$ cat src/core/tlom_defs.svh
// Constants of the torque limit and output map block
// Assumes a 32-bit classic Wishbone slave with byte addresses
`ifndef TLOM_DEFS_SVH
`define TLOM_DEFS_SVH
// ====================================================================
// Register byte offsets
`define TLOM_A_OUT_SEL   8'h00
`define TLOM_A_OUT_OR0   8'h04
`define TLOM_A_FWD_INT   8'h10
`define TLOM_A_REV_INT   8'h14
`define TLOM_A_FWD_EXT   8'h18
`define TLOM_A_REV_EXT   8'h1C
`define TLOM_A_MAX_LIM   8'h20
`define TLOM_A_IN_ALLOC  8'h24
`define TLOM_A_REMOTE    8'h28
`define TLOM_A_STATUS    8'h2C
`define TLOM_A_TQ_OUT    8'h30
`define TLOM_OR_STRIDE   8'h04
// ====================================================================
// Reset values and ranges, percent of rated torque
`define TLOM_INT_DEF     9'h12C
`define TLOM_EXT_DEF     9'h064
`define TLOM_LIM_TOP     9'h15E
`define TLOM_MAX_DEF     9'h15E
`define TLOM_OUT_SEL_DEF 12'h000
// ====================================================================
// Output source codes and input allocation codes
`define TLOM_SRC_CLT     4'h3
`define TLOM_SRC_REM0    4'h9
`define TLOM_SRC_REM1    4'hA
`define TLOM_SRC_REM2    4'hB
`define TLOM_IN_FWD      3'h3
`define TLOM_IN_REV      3'h4
`define TLOM_IN_DEF      15'h0000
`endif

$ cat src/core/tlom_pkg.sv
// Types shared by the torque limit and output map block
// Assumes the constants header is compiled alongside
package tlom_pkg;
    // ================================================================
    // Internal status signals that may be routed to output slots
    typedef struct packed {
        logic torque_detected_flag;
        logic motor_excited;
        logic overtravel_flag;
        logic encoder_index_pulse;
        logic brake_control;
        logic servo_ready;
        logic rotation_detected;
        logic position_or_speed_match;
    } tlom_stat_s;

    // State of the output map
    typedef struct packed {
        logic [2:0] slot;
    } tlom_map_s;

    // State of the top module
    typedef struct packed {
        logic               ack;
        logic [31:0]        rdat;
        logic [11:0]        out_sel;
        logic [2:0][11:0]   or_mask;
        logic [8:0]         fwd_int;
        logic [8:0]         rev_int;
        logic [8:0]         fwd_ext;
        logic [8:0]         rev_ext;
        logic [8:0]         max_lim;
        logic [14:0]        in_alloc;
        logic [2:0]         remote;
        logic [4:0]         s1;
        logic [4:0]         s2;
        logic [4:0]         s3;
        logic [4:0]         pins;
        logic               fwd_req;
        logic               rev_req;
        logic signed [11:0] tq_out;
        logic [8:0]         act_lim;
        logic               clt;
    } tlom_state_s;
endpackage : tlom_pkg

$ cat src/core/tlom_out_map.sv
// Output slot router: each slot ORs its selected status sources
// Assumes sources come from logic on the same clock
`timescale 1ns/10ps
`include "tlom_defs.svh"
module tlom_out_map
    import tlom_pkg::*;
#(
    parameter int NUM_SLOTS = 3,
    parameter int NUM_SRC   = 12
) (
    input  wire logic                      clk_i,   // Clock
    input  wire logic                      rst_i,   // Sync reset
    input  wire logic [NUM_SRC-1:0]        src_i,   // Source vector by code
    input  wire logic [4*NUM_SLOTS-1:0]    code_i,  // One code per slot
    input  wire logic [NUM_SLOTS*NUM_SRC-1:0] mask_i, // Extra sources per slot
    output logic [NUM_SLOTS-1:0]           slot_o   // Slot outputs
);
    // ================================================================
    // Parameter check at elaboration
    if (NUM_SLOTS != 3 || NUM_SRC != 12) begin : g_bad_size
        $error("tlom_out_map: only 3 slots of 12 sources supported");
    end

    tlom_map_s         st_ff, nxt_st;
    logic [NUM_SLOTS-1:0] hit;

    // ================================================================
    // Per slot selection: coded source ORed with extra sources
    for (genvar g = 0; g < NUM_SLOTS; g++) begin : g_slot
        logic [NUM_SRC-1:0] sel;
        always_comb begin
            sel = mask_i[g*NUM_SRC +: NUM_SRC];
            for (int k = 0; k < NUM_SRC; k++) begin
                if (code_i[4*g +: 4] == 4'(k))
                    sel[k] = 1'b1;
            end
        end
        assign hit[g] = |(sel & src_i);
    end

    // Next state
    always_comb begin
        nxt_st      = st_ff;
        nxt_st.slot = hit;
    end

    // State register
    always_ff @(posedge clk_i) begin
        if (rst_i) st_ff <= '0;
        else       st_ff <= nxt_st;
    end

    assign slot_o = st_ff.slot;
endmodule : tlom_out_map

$ cat src/core/tlom_top.sv
// Torque limit selection and output slot routing, Wishbone slave
// Assumes torque command and status inputs share clk_i; pins are async
// Overview of operation
// - Three output slots, each with source select
// - Several sources on one slot are ORed
// - Codes 0..8 pick the listed status signals, with code 3 picking the limiting flag
// - Codes 9, A, B pick remote outputs
// - Internal limits 0..350 percent, default 300
// - Forward request on: min of internal, external
// - Forward request off: forward external setting alone
// - Reverse request on: min of internal, external
// - Reverse request off: reverse external setting alone
// - Never exceed motor maximum torque limit
// - Limiting flag high while torque is limited
// - Input code 3 forward, 4 reverse
`timescale 1ns/10ps
`include "tlom_defs.svh"
module tlom_top
    import tlom_pkg::*;
#(
    parameter int NUM_PINS = 5
) (
    input  wire logic               clk_i,        // 250 MHz clock
    input  wire logic               rst_i,        // Sync reset, high
    input  wire logic               wb_cyc_i,     // Bus cycle
    input  wire logic               wb_stb_i,     // Strobe
    input  wire logic               wb_we_i,      // Write enable
    input  wire logic [7:0]         wb_adr_i,     // Byte address
    input  wire logic [3:0]         wb_sel_i,     // Byte lanes
    input  wire logic [31:0]        wb_dat_i,     // Write data
    output logic [31:0]             wb_dat_o,     // Read data
    output logic                    wb_ack_o,     // Acknowledge
    input  wire logic [NUM_PINS-1:0] in_pins_i,   // Allocatable input pins
    input  wire tlom_stat_s         status_i,     // Internal status signals
    input  wire logic signed [11:0] torque_cmd_i, // Commanded torque, percent
    output logic signed [11:0]      torque_out_o, // Limited torque
    output logic                    torque_limiting_flag_o, // Limiting now
    output logic [2:0]              slot_o        // Output slot pins
);
    // ================================================================
    // Parameter check at elaboration
    if (NUM_PINS != 5) begin : g_bad_pins
        $error("tlom_top: five input pins required");
    end

    tlom_state_s  st_ff, nxt_st;
    logic         req;
    logic [31:0]  wmrg;
    logic [31:0]  rd;
    logic [11:0]  mag;
    logic [8:0]   lim;
    logic [8:0]   lf;
    logic [8:0]   lr;
    logic         fwd_dir;
    logic [11:0]  src;

    // Smaller of two limits
    function automatic logic [8:0] min9(input logic [8:0] a, input logic [8:0] b);
        min9 = (a < b) ? a : b;
    endfunction : min9

    // Range clamp for limit writes
    function automatic logic [8:0] clip(input logic [31:0] v);
        clip = (v[31:9] != '0 || v[8:0] > `TLOM_LIM_TOP) ? `TLOM_LIM_TOP : v[8:0];
    endfunction : clip

    // Byte lane merge of write data into an old word
    function automatic logic [31:0] merge(input logic [31:0] old,
                                          input logic [31:0] d,
                                          input logic [3:0]  sel);
        logic [31:0] r;
        r = old;
        for (int b = 0; b < 4; b++) begin
            if (sel[b]) r[8*b +: 8] = d[8*b +: 8];
        end
        merge = r;
    endfunction : merge

    // ================================================================
    // Request decode and read mux
    assign req = wb_cyc_i && wb_stb_i && !st_ff.ack;

    always_comb begin
        unique case (wb_adr_i)
            `TLOM_A_OUT_SEL:   rd = {20'h00000, st_ff.out_sel};
            `TLOM_A_OUT_OR0:   rd = {20'h00000, st_ff.or_mask[0]};
            `TLOM_A_OUT_OR0 + `TLOM_OR_STRIDE:
                               rd = {20'h00000, st_ff.or_mask[1]};
            `TLOM_A_OUT_OR0 + `TLOM_OR_STRIDE + `TLOM_OR_STRIDE:
                               rd = {20'h00000, st_ff.or_mask[2]};
            `TLOM_A_FWD_INT:   rd = {23'h000000, st_ff.fwd_int};
            `TLOM_A_REV_INT:   rd = {23'h000000, st_ff.rev_int};
            `TLOM_A_FWD_EXT:   rd = {23'h000000, st_ff.fwd_ext};
            `TLOM_A_REV_EXT:   rd = {23'h000000, st_ff.rev_ext};
            `TLOM_A_MAX_LIM:   rd = {23'h000000, st_ff.max_lim};
            `TLOM_A_IN_ALLOC:  rd = {17'h00000, st_ff.in_alloc};
            `TLOM_A_REMOTE:    rd = {29'h00000000, st_ff.remote};
            `TLOM_A_STATUS:    rd = {14'h0000, st_ff.act_lim, st_ff.pins,
                                     1'b0, st_ff.clt, st_ff.rev_req, st_ff.fwd_req};
            `TLOM_A_TQ_OUT:    rd = {{20{st_ff.tq_out[11]}}, st_ff.tq_out};
            default:           rd = 32'h00000000;
        endcase
        wmrg = merge(rd, wb_dat_i, wb_sel_i);
    end

    // ================================================================
    // Active limit for the commanded direction
    always_comb begin
        // Forward: request on takes the smaller, off takes external alone
        lf = st_ff.fwd_req ? min9(st_ff.fwd_int, st_ff.fwd_ext)
                           : st_ff.fwd_ext;
        lr = st_ff.rev_req ? min9(st_ff.rev_int, st_ff.rev_ext)
                           : st_ff.rev_ext;
        fwd_dir = !torque_cmd_i[11];
        lim = min9(fwd_dir ? lf : lr, st_ff.max_lim);
        mag = fwd_dir ? 12'(torque_cmd_i) : 12'(-torque_cmd_i);
    end

    // ================================================================
    // Next state: bus, pin synchroniser, allocation, limiting
    always_comb begin
        nxt_st      = st_ff;
        nxt_st.ack  = req;
        nxt_st.rdat = req ? rd : st_ff.rdat;
        if (req && wb_we_i) begin
            unique case (wb_adr_i)
                `TLOM_A_OUT_SEL:  nxt_st.out_sel = wmrg[11:0];
                `TLOM_A_OUT_OR0:  nxt_st.or_mask[0] = wmrg[11:0];
                `TLOM_A_OUT_OR0 + `TLOM_OR_STRIDE:
                                  nxt_st.or_mask[1] = wmrg[11:0];
                `TLOM_A_OUT_OR0 + `TLOM_OR_STRIDE + `TLOM_OR_STRIDE:
                                  nxt_st.or_mask[2] = wmrg[11:0];
                `TLOM_A_FWD_INT:  nxt_st.fwd_int = clip(wmrg);
                `TLOM_A_REV_INT:  nxt_st.rev_int = clip(wmrg);
                `TLOM_A_FWD_EXT:  nxt_st.fwd_ext = clip(wmrg);
                `TLOM_A_REV_EXT:  nxt_st.rev_ext = clip(wmrg);
                `TLOM_A_MAX_LIM:  nxt_st.max_lim = clip(wmrg);
                `TLOM_A_IN_ALLOC: nxt_st.in_alloc = wmrg[14:0];
                `TLOM_A_REMOTE:   nxt_st.remote = wmrg[2:0];
                default:          nxt_st.ack = req;
            endcase
        end
        // Three flops; a pin change counts once stages two and three agree
        nxt_st.s1 = in_pins_i;
        nxt_st.s2 = st_ff.s1;
        nxt_st.s3 = st_ff.s2;
        for (int i = 0; i < NUM_PINS; i++) begin
            if (st_ff.s2[i] == st_ff.s3[i]) nxt_st.pins[i] = st_ff.s3[i];
        end
        // Higher pin wins where a request is allocated twice
        nxt_st.fwd_req = 1'b0;
        nxt_st.rev_req = 1'b0;
        for (int i = 0; i < NUM_PINS; i++) begin
            if (st_ff.in_alloc[3*i +: 3] == `TLOM_IN_FWD)
                nxt_st.fwd_req = st_ff.pins[i];
            if (st_ff.in_alloc[3*i +: 3] == `TLOM_IN_REV)
                nxt_st.rev_req = st_ff.pins[i];
        end
        // Saturate the command and flag the limiting
        nxt_st.act_lim = lim;
        if (mag > {3'b000, lim}) begin
            nxt_st.tq_out = fwd_dir ? $signed({3'b000, lim})
                                    : -$signed({3'b000, lim});
            nxt_st.clt    = 1'b1;
        end else begin
            nxt_st.tq_out = torque_cmd_i;
            nxt_st.clt    = 1'b0;
        end
    end

    // ================================================================
    // State register
    always_ff @(posedge clk_i) begin
        if (rst_i) begin
            st_ff          <= '0;
            st_ff.out_sel  <= `TLOM_OUT_SEL_DEF;
            st_ff.fwd_int  <= `TLOM_INT_DEF;
            st_ff.rev_int  <= `TLOM_INT_DEF;
            st_ff.fwd_ext  <= `TLOM_EXT_DEF;
            st_ff.rev_ext  <= `TLOM_EXT_DEF;
            st_ff.max_lim  <= `TLOM_MAX_DEF;
            st_ff.in_alloc <= `TLOM_IN_DEF;
        end else begin
            st_ff <= nxt_st;
        end
    end

    // Outputs straight from flops
    assign wb_ack_o               = st_ff.ack;
    assign wb_dat_o               = st_ff.rdat;
    assign torque_out_o           = st_ff.tq_out;
    assign torque_limiting_flag_o = st_ff.clt;

    // ================================================================
    // Source vector by code, then the slot router
    assign src = {st_ff.remote,
                  status_i.torque_detected_flag,
                  status_i.motor_excited,
                  status_i.overtravel_flag,
                  status_i.encoder_index_pulse,
                  status_i.brake_control,
                  st_ff.clt,
                  status_i.servo_ready,
                  status_i.rotation_detected,
                  status_i.position_or_speed_match};

    tlom_out_map #(
        .NUM_SLOTS (3),
        .NUM_SRC   (12)
    ) u_map (
        .clk_i  (clk_i),
        .rst_i  (rst_i),
        .src_i  (src),
        .code_i (st_ff.out_sel),
        .mask_i (st_ff.or_mask),
        .slot_o (slot_o)
    );
endmodule : tlom_top

$ cat config.mk
export PLATFORM = sky130hd
export DESIGN_NAME = tlom_top
export DESIGN_NICKNAME = d
export VERILOG_FILES = /design/src/core/tlom_pkg.sv /design/src/core/tlom_out_map.sv /design/src/core/tlom_top.sv
export VERILOG_INCLUDE_DIRS = /design/src /design/src/core
export SDC_FILE = /design/constraint.sdc
export NUM_CORES = 1
export LEC_CHECK = 0
export ABC_CLOCK_PERIOD_IN_PS = 8200
export BUFFER_PORTS_ARGS = -buffer_cell sky130_fd_sc_hd__buf_2
export CORE_ASPECT_RATIO = 0.8
export CORE_UTILIZATION = 50
export CTS_CLUSTER_DIAMETER = 120
export CTS_CLUSTER_SIZE = 10
export DETAILED_ROUTE_END_ITERATION = 8
export PLACE_DENSITY = 0.75
export SLEW_MARGIN = 20
export SYNTH_ARGS = -nofsm -noshare
export SYNTH_HDL_FRONTEND = slang
export SYNTH_SLANG_ARGS = --single-unit
$ cat constraint.sdc
create_clock -name clk_i -period 8.2 [get_ports clk_i]
set_input_delay 1.64 -clock clk_i [delete_from_list [all_inputs] [get_ports clk_i]]
set_output_delay 1.64 -clock clk_i [all_outputs]
set_load 0.03 [all_outputs]
==> impl_results.md <==
- Yosys top cell by area: dfxtp_1
- Vias in the first global route: roughly 9400
- # port buffers: between 100 and 150
- Root buf cell: clkbuf_16
- Setup Buffers After CTS: 0
- Primary FF master, synth: dfxtp_1
- Vias post-DR: 10500
- Yosys cell types: 79
- Clock latency on the worst-skew pair: ~450 ps
- Tot GR Track Use: 0.345
- 1st-iter DRT viols: roughly 1500
- Mapped Area: 10400 um2
- CTS tree: yes
- Num CTS Buffers: 17
- Mapped Cells: roughly 1300
- PostCTS Resize Cnt: 0
- CP Class: reg2reg
- Final ANT Viol Nets: 0
- Vias/cell: ~6.3
- Tot Pwr: 1.95 mW
- IO Pins: roughly 120
- Largest net degree at the start of global routing: 98
- Die Ht: ~130 um
- Hold buffer count at cts: 0
- Ratio of final minimum period to clock period: 0.892
- # clock sinks: between 150 and 200
- Worst-Margin Slew: 1230 ps
- Crit. End Element: register
- WHS: 445 ps
- Final hold violations: 0
- Post-synth EDFFs: 0
- Tmin final: 7320 ps
- HP Class: reg2reg
- Detailed-placement wirelength estimate: 27900 um
- MaxCap Viol Count: 0
- WL/cell: about 22 um
- Drt first pass iters: 8
- CP Launch Type: register
- Rows: between 40 and 50
- Share of layout cells above drive strength 1: 0.163
- RSZ-0062 raised after global routing: no
- TNS Setup: 0 ps
- Core area: 20100 um2
- Clock Skew: between 10 and 15 ps
- Nets@finish: roughly 1500
- First-pass GRT wire length: 55900 um
- GPL Wtd Cong: between 1 and 1.5
- VDD IR max: 0.121 mV
- Leakage power: between 4 and 5 nW
- Slew Viols, Final: 0
- Area Growth Syn to Fin: 10.2%
- Run status: finished, final reports clean
- Synth top area share: 0.342
- WP data arrival: 7650 ps
- Die area: around 21000 um2
- H-Tree Depth: 4
- Synthesized area per cell: roughly 7.7 um2
- Final setup viols: 0
- Worst-path clk slew: 80 ps
- FMAX: between 100 and 150 MHz
- Relative slew margins: 0.178
- WP data required: 8540 ps
- Register area share after synthesis: 0.342
- Flops & latches, synth: between 150 and 200
- Synth area leaders: dfxtp_1 34%, nor2_1 7.5%, mux2i_1 5.1%
- Grt ovf: 0
- Post-route core utilization: 0.570
- Net Count, Synth: approximately 1500
- Antenna violations before repair: 1
- PD cells: roughly 170 nW/um2
- # DRC: 0
- Die width: ~160 um
- Max clock buf depth: 2
- Total routed wirelength: 37200 um
- Crit-path max FO: 16
- Asr flop ratio synth: 0
- Starting density of the core: 0.518
- Yosys warning total: 0
per-stage QoR:
step / area [um2] / worst slack [ps] / instances
after floorplan: 10400 / 1910 / 1349
after global placement: 10900 / 1300 / 1622
after detailed placement: 10900 / 1070 / 1622
after CTS: 11500 / 1060 / 1654
after global routing: 11500 / 494 / 1655
final: 11500 / 883 / 1655
area by class of cell:
| class | instances | area (um2) |
|---|---|---|
| fillers | 1902 | 8660 |
| clock inverters | 15 | 190 |
| multi-input cells | 1001 | 6090 |
| inverters | 42 | 158 |
| flip-flops and latches | 178 | 3560 |
| repair buffers | 137 | 726 |
| diodes | 1 | 2.50 |
| well taps | 264 | 330 |
| clock buffers | 17 | 425 |
Yosys cell counts, types with 22 or more instances:
library cell and count:
mux2_2 25, nand2_1 137, mux2i_1 53, dfxtp_1 178, a21oi_1 99, nor3_1 52, ha_1 33, nor2_1 208
a211oi_1 22, nor2b_1 24, a22oi_1 23, inv_1 41, o21ai_0 72, nand3_1 37, clkbuf_1 73, buf_4 45
where the power goes:
part	internal [mW]	leakage, nW	switching (mW)
Sequential	0.879	1.45	0.0117
Clock	0.441	0.295	0.413
Combinational	0.0641	2.86	0.138
state kept, by name (all words and copies together), names as in the netlist:
| name | flops |
|---|---|
| wb_dat_o | 19 |
| torque_limiting_flag_o | 1 |
| src | 3 |
| nxt_st | 10 |
| u_map.slot_o | 3 |
| st_ff | 129 |
| torque_out_o | 12 |
| wb_ack_o | 1 |
cells in the final DEF, fill, tap and decap left out, drive strengths merged, types with 5 or more instances in the layout:
master	instances
nor2	209
mux2	25
nor4	14
xnor2	12
buf	137
nand4	16
dfxtp	178
nor3b	6
nor2b	24
o31ai	7
nor3	52
nand3	37
or2	6
nor4b	5
o211ai	20
a31oi	6
clkbuf	17
inv	49
a211oi	26
nand2b	20
mux2i	53
clkinv	5
o21ai	76
nand2	137
o22ai	6
a21o	6
a21oi	99
and2	6
ha	33
a22oi	23
path summary, 6_finish.rpt:
| kind | to | slack (ps) | from | cells after the start |
|---|---|---|---|---|
| worst max-delay path | torque_out_o[8] | 880 | st_ff[73] | 22 |
| worst min-delay path | nxt_st[31] | 450 | nxt_st[36] | 1 |
| worst max register to register | torque_out_o[8] | 880 | st_ff[73] | 22 |
| worst min register to register | nxt_st[31] | 450 | nxt_st[36] | 1 |
routing by layer:
metal	track usage	share of wire	vias to the layer above
li1	-	-	4792
met3	0.103	0.14	92
met2	0.476	0.40	709
met4	0.116	0.029	0
met1	0.503	0.43	4904
met5	0	0	-
cells by family (layout without fill, tap and decap cells):
kind of cell,Yosys count,in the layout,share of synthesized area
simple gates,554,554,0.245
compound gates,320,320,0.201
mux,80,80,0.0822
flops,178,178,0.342
xor+xnor,14,14,0.0118
fa+ha+maj,33,33,0.0396
buf+inv,170,211,0.0784
other cells,0,1,0
critical path: stages (launching register included):
cell       delay [ps]
dfxtp_1           370
inv_1              60
ha_1              310
a211o_1           270
a311o_1           360
a211oi_2          720
mux2i_1           290
mux2i_1           160
ha_1              350
nand2_1            70
o21ai_0           200
a31oi_1           100
o21ai_0           520
nor2_1            240
nor2_2            480
mux2i_1           500
ha_1              370
nand3_1           100
nor3_1             60
nor4_1            520
a2111oi_2         120
o31ai_4           630
mux2_2            400
No activity file was read; power rests on OpenSTA's default activity.
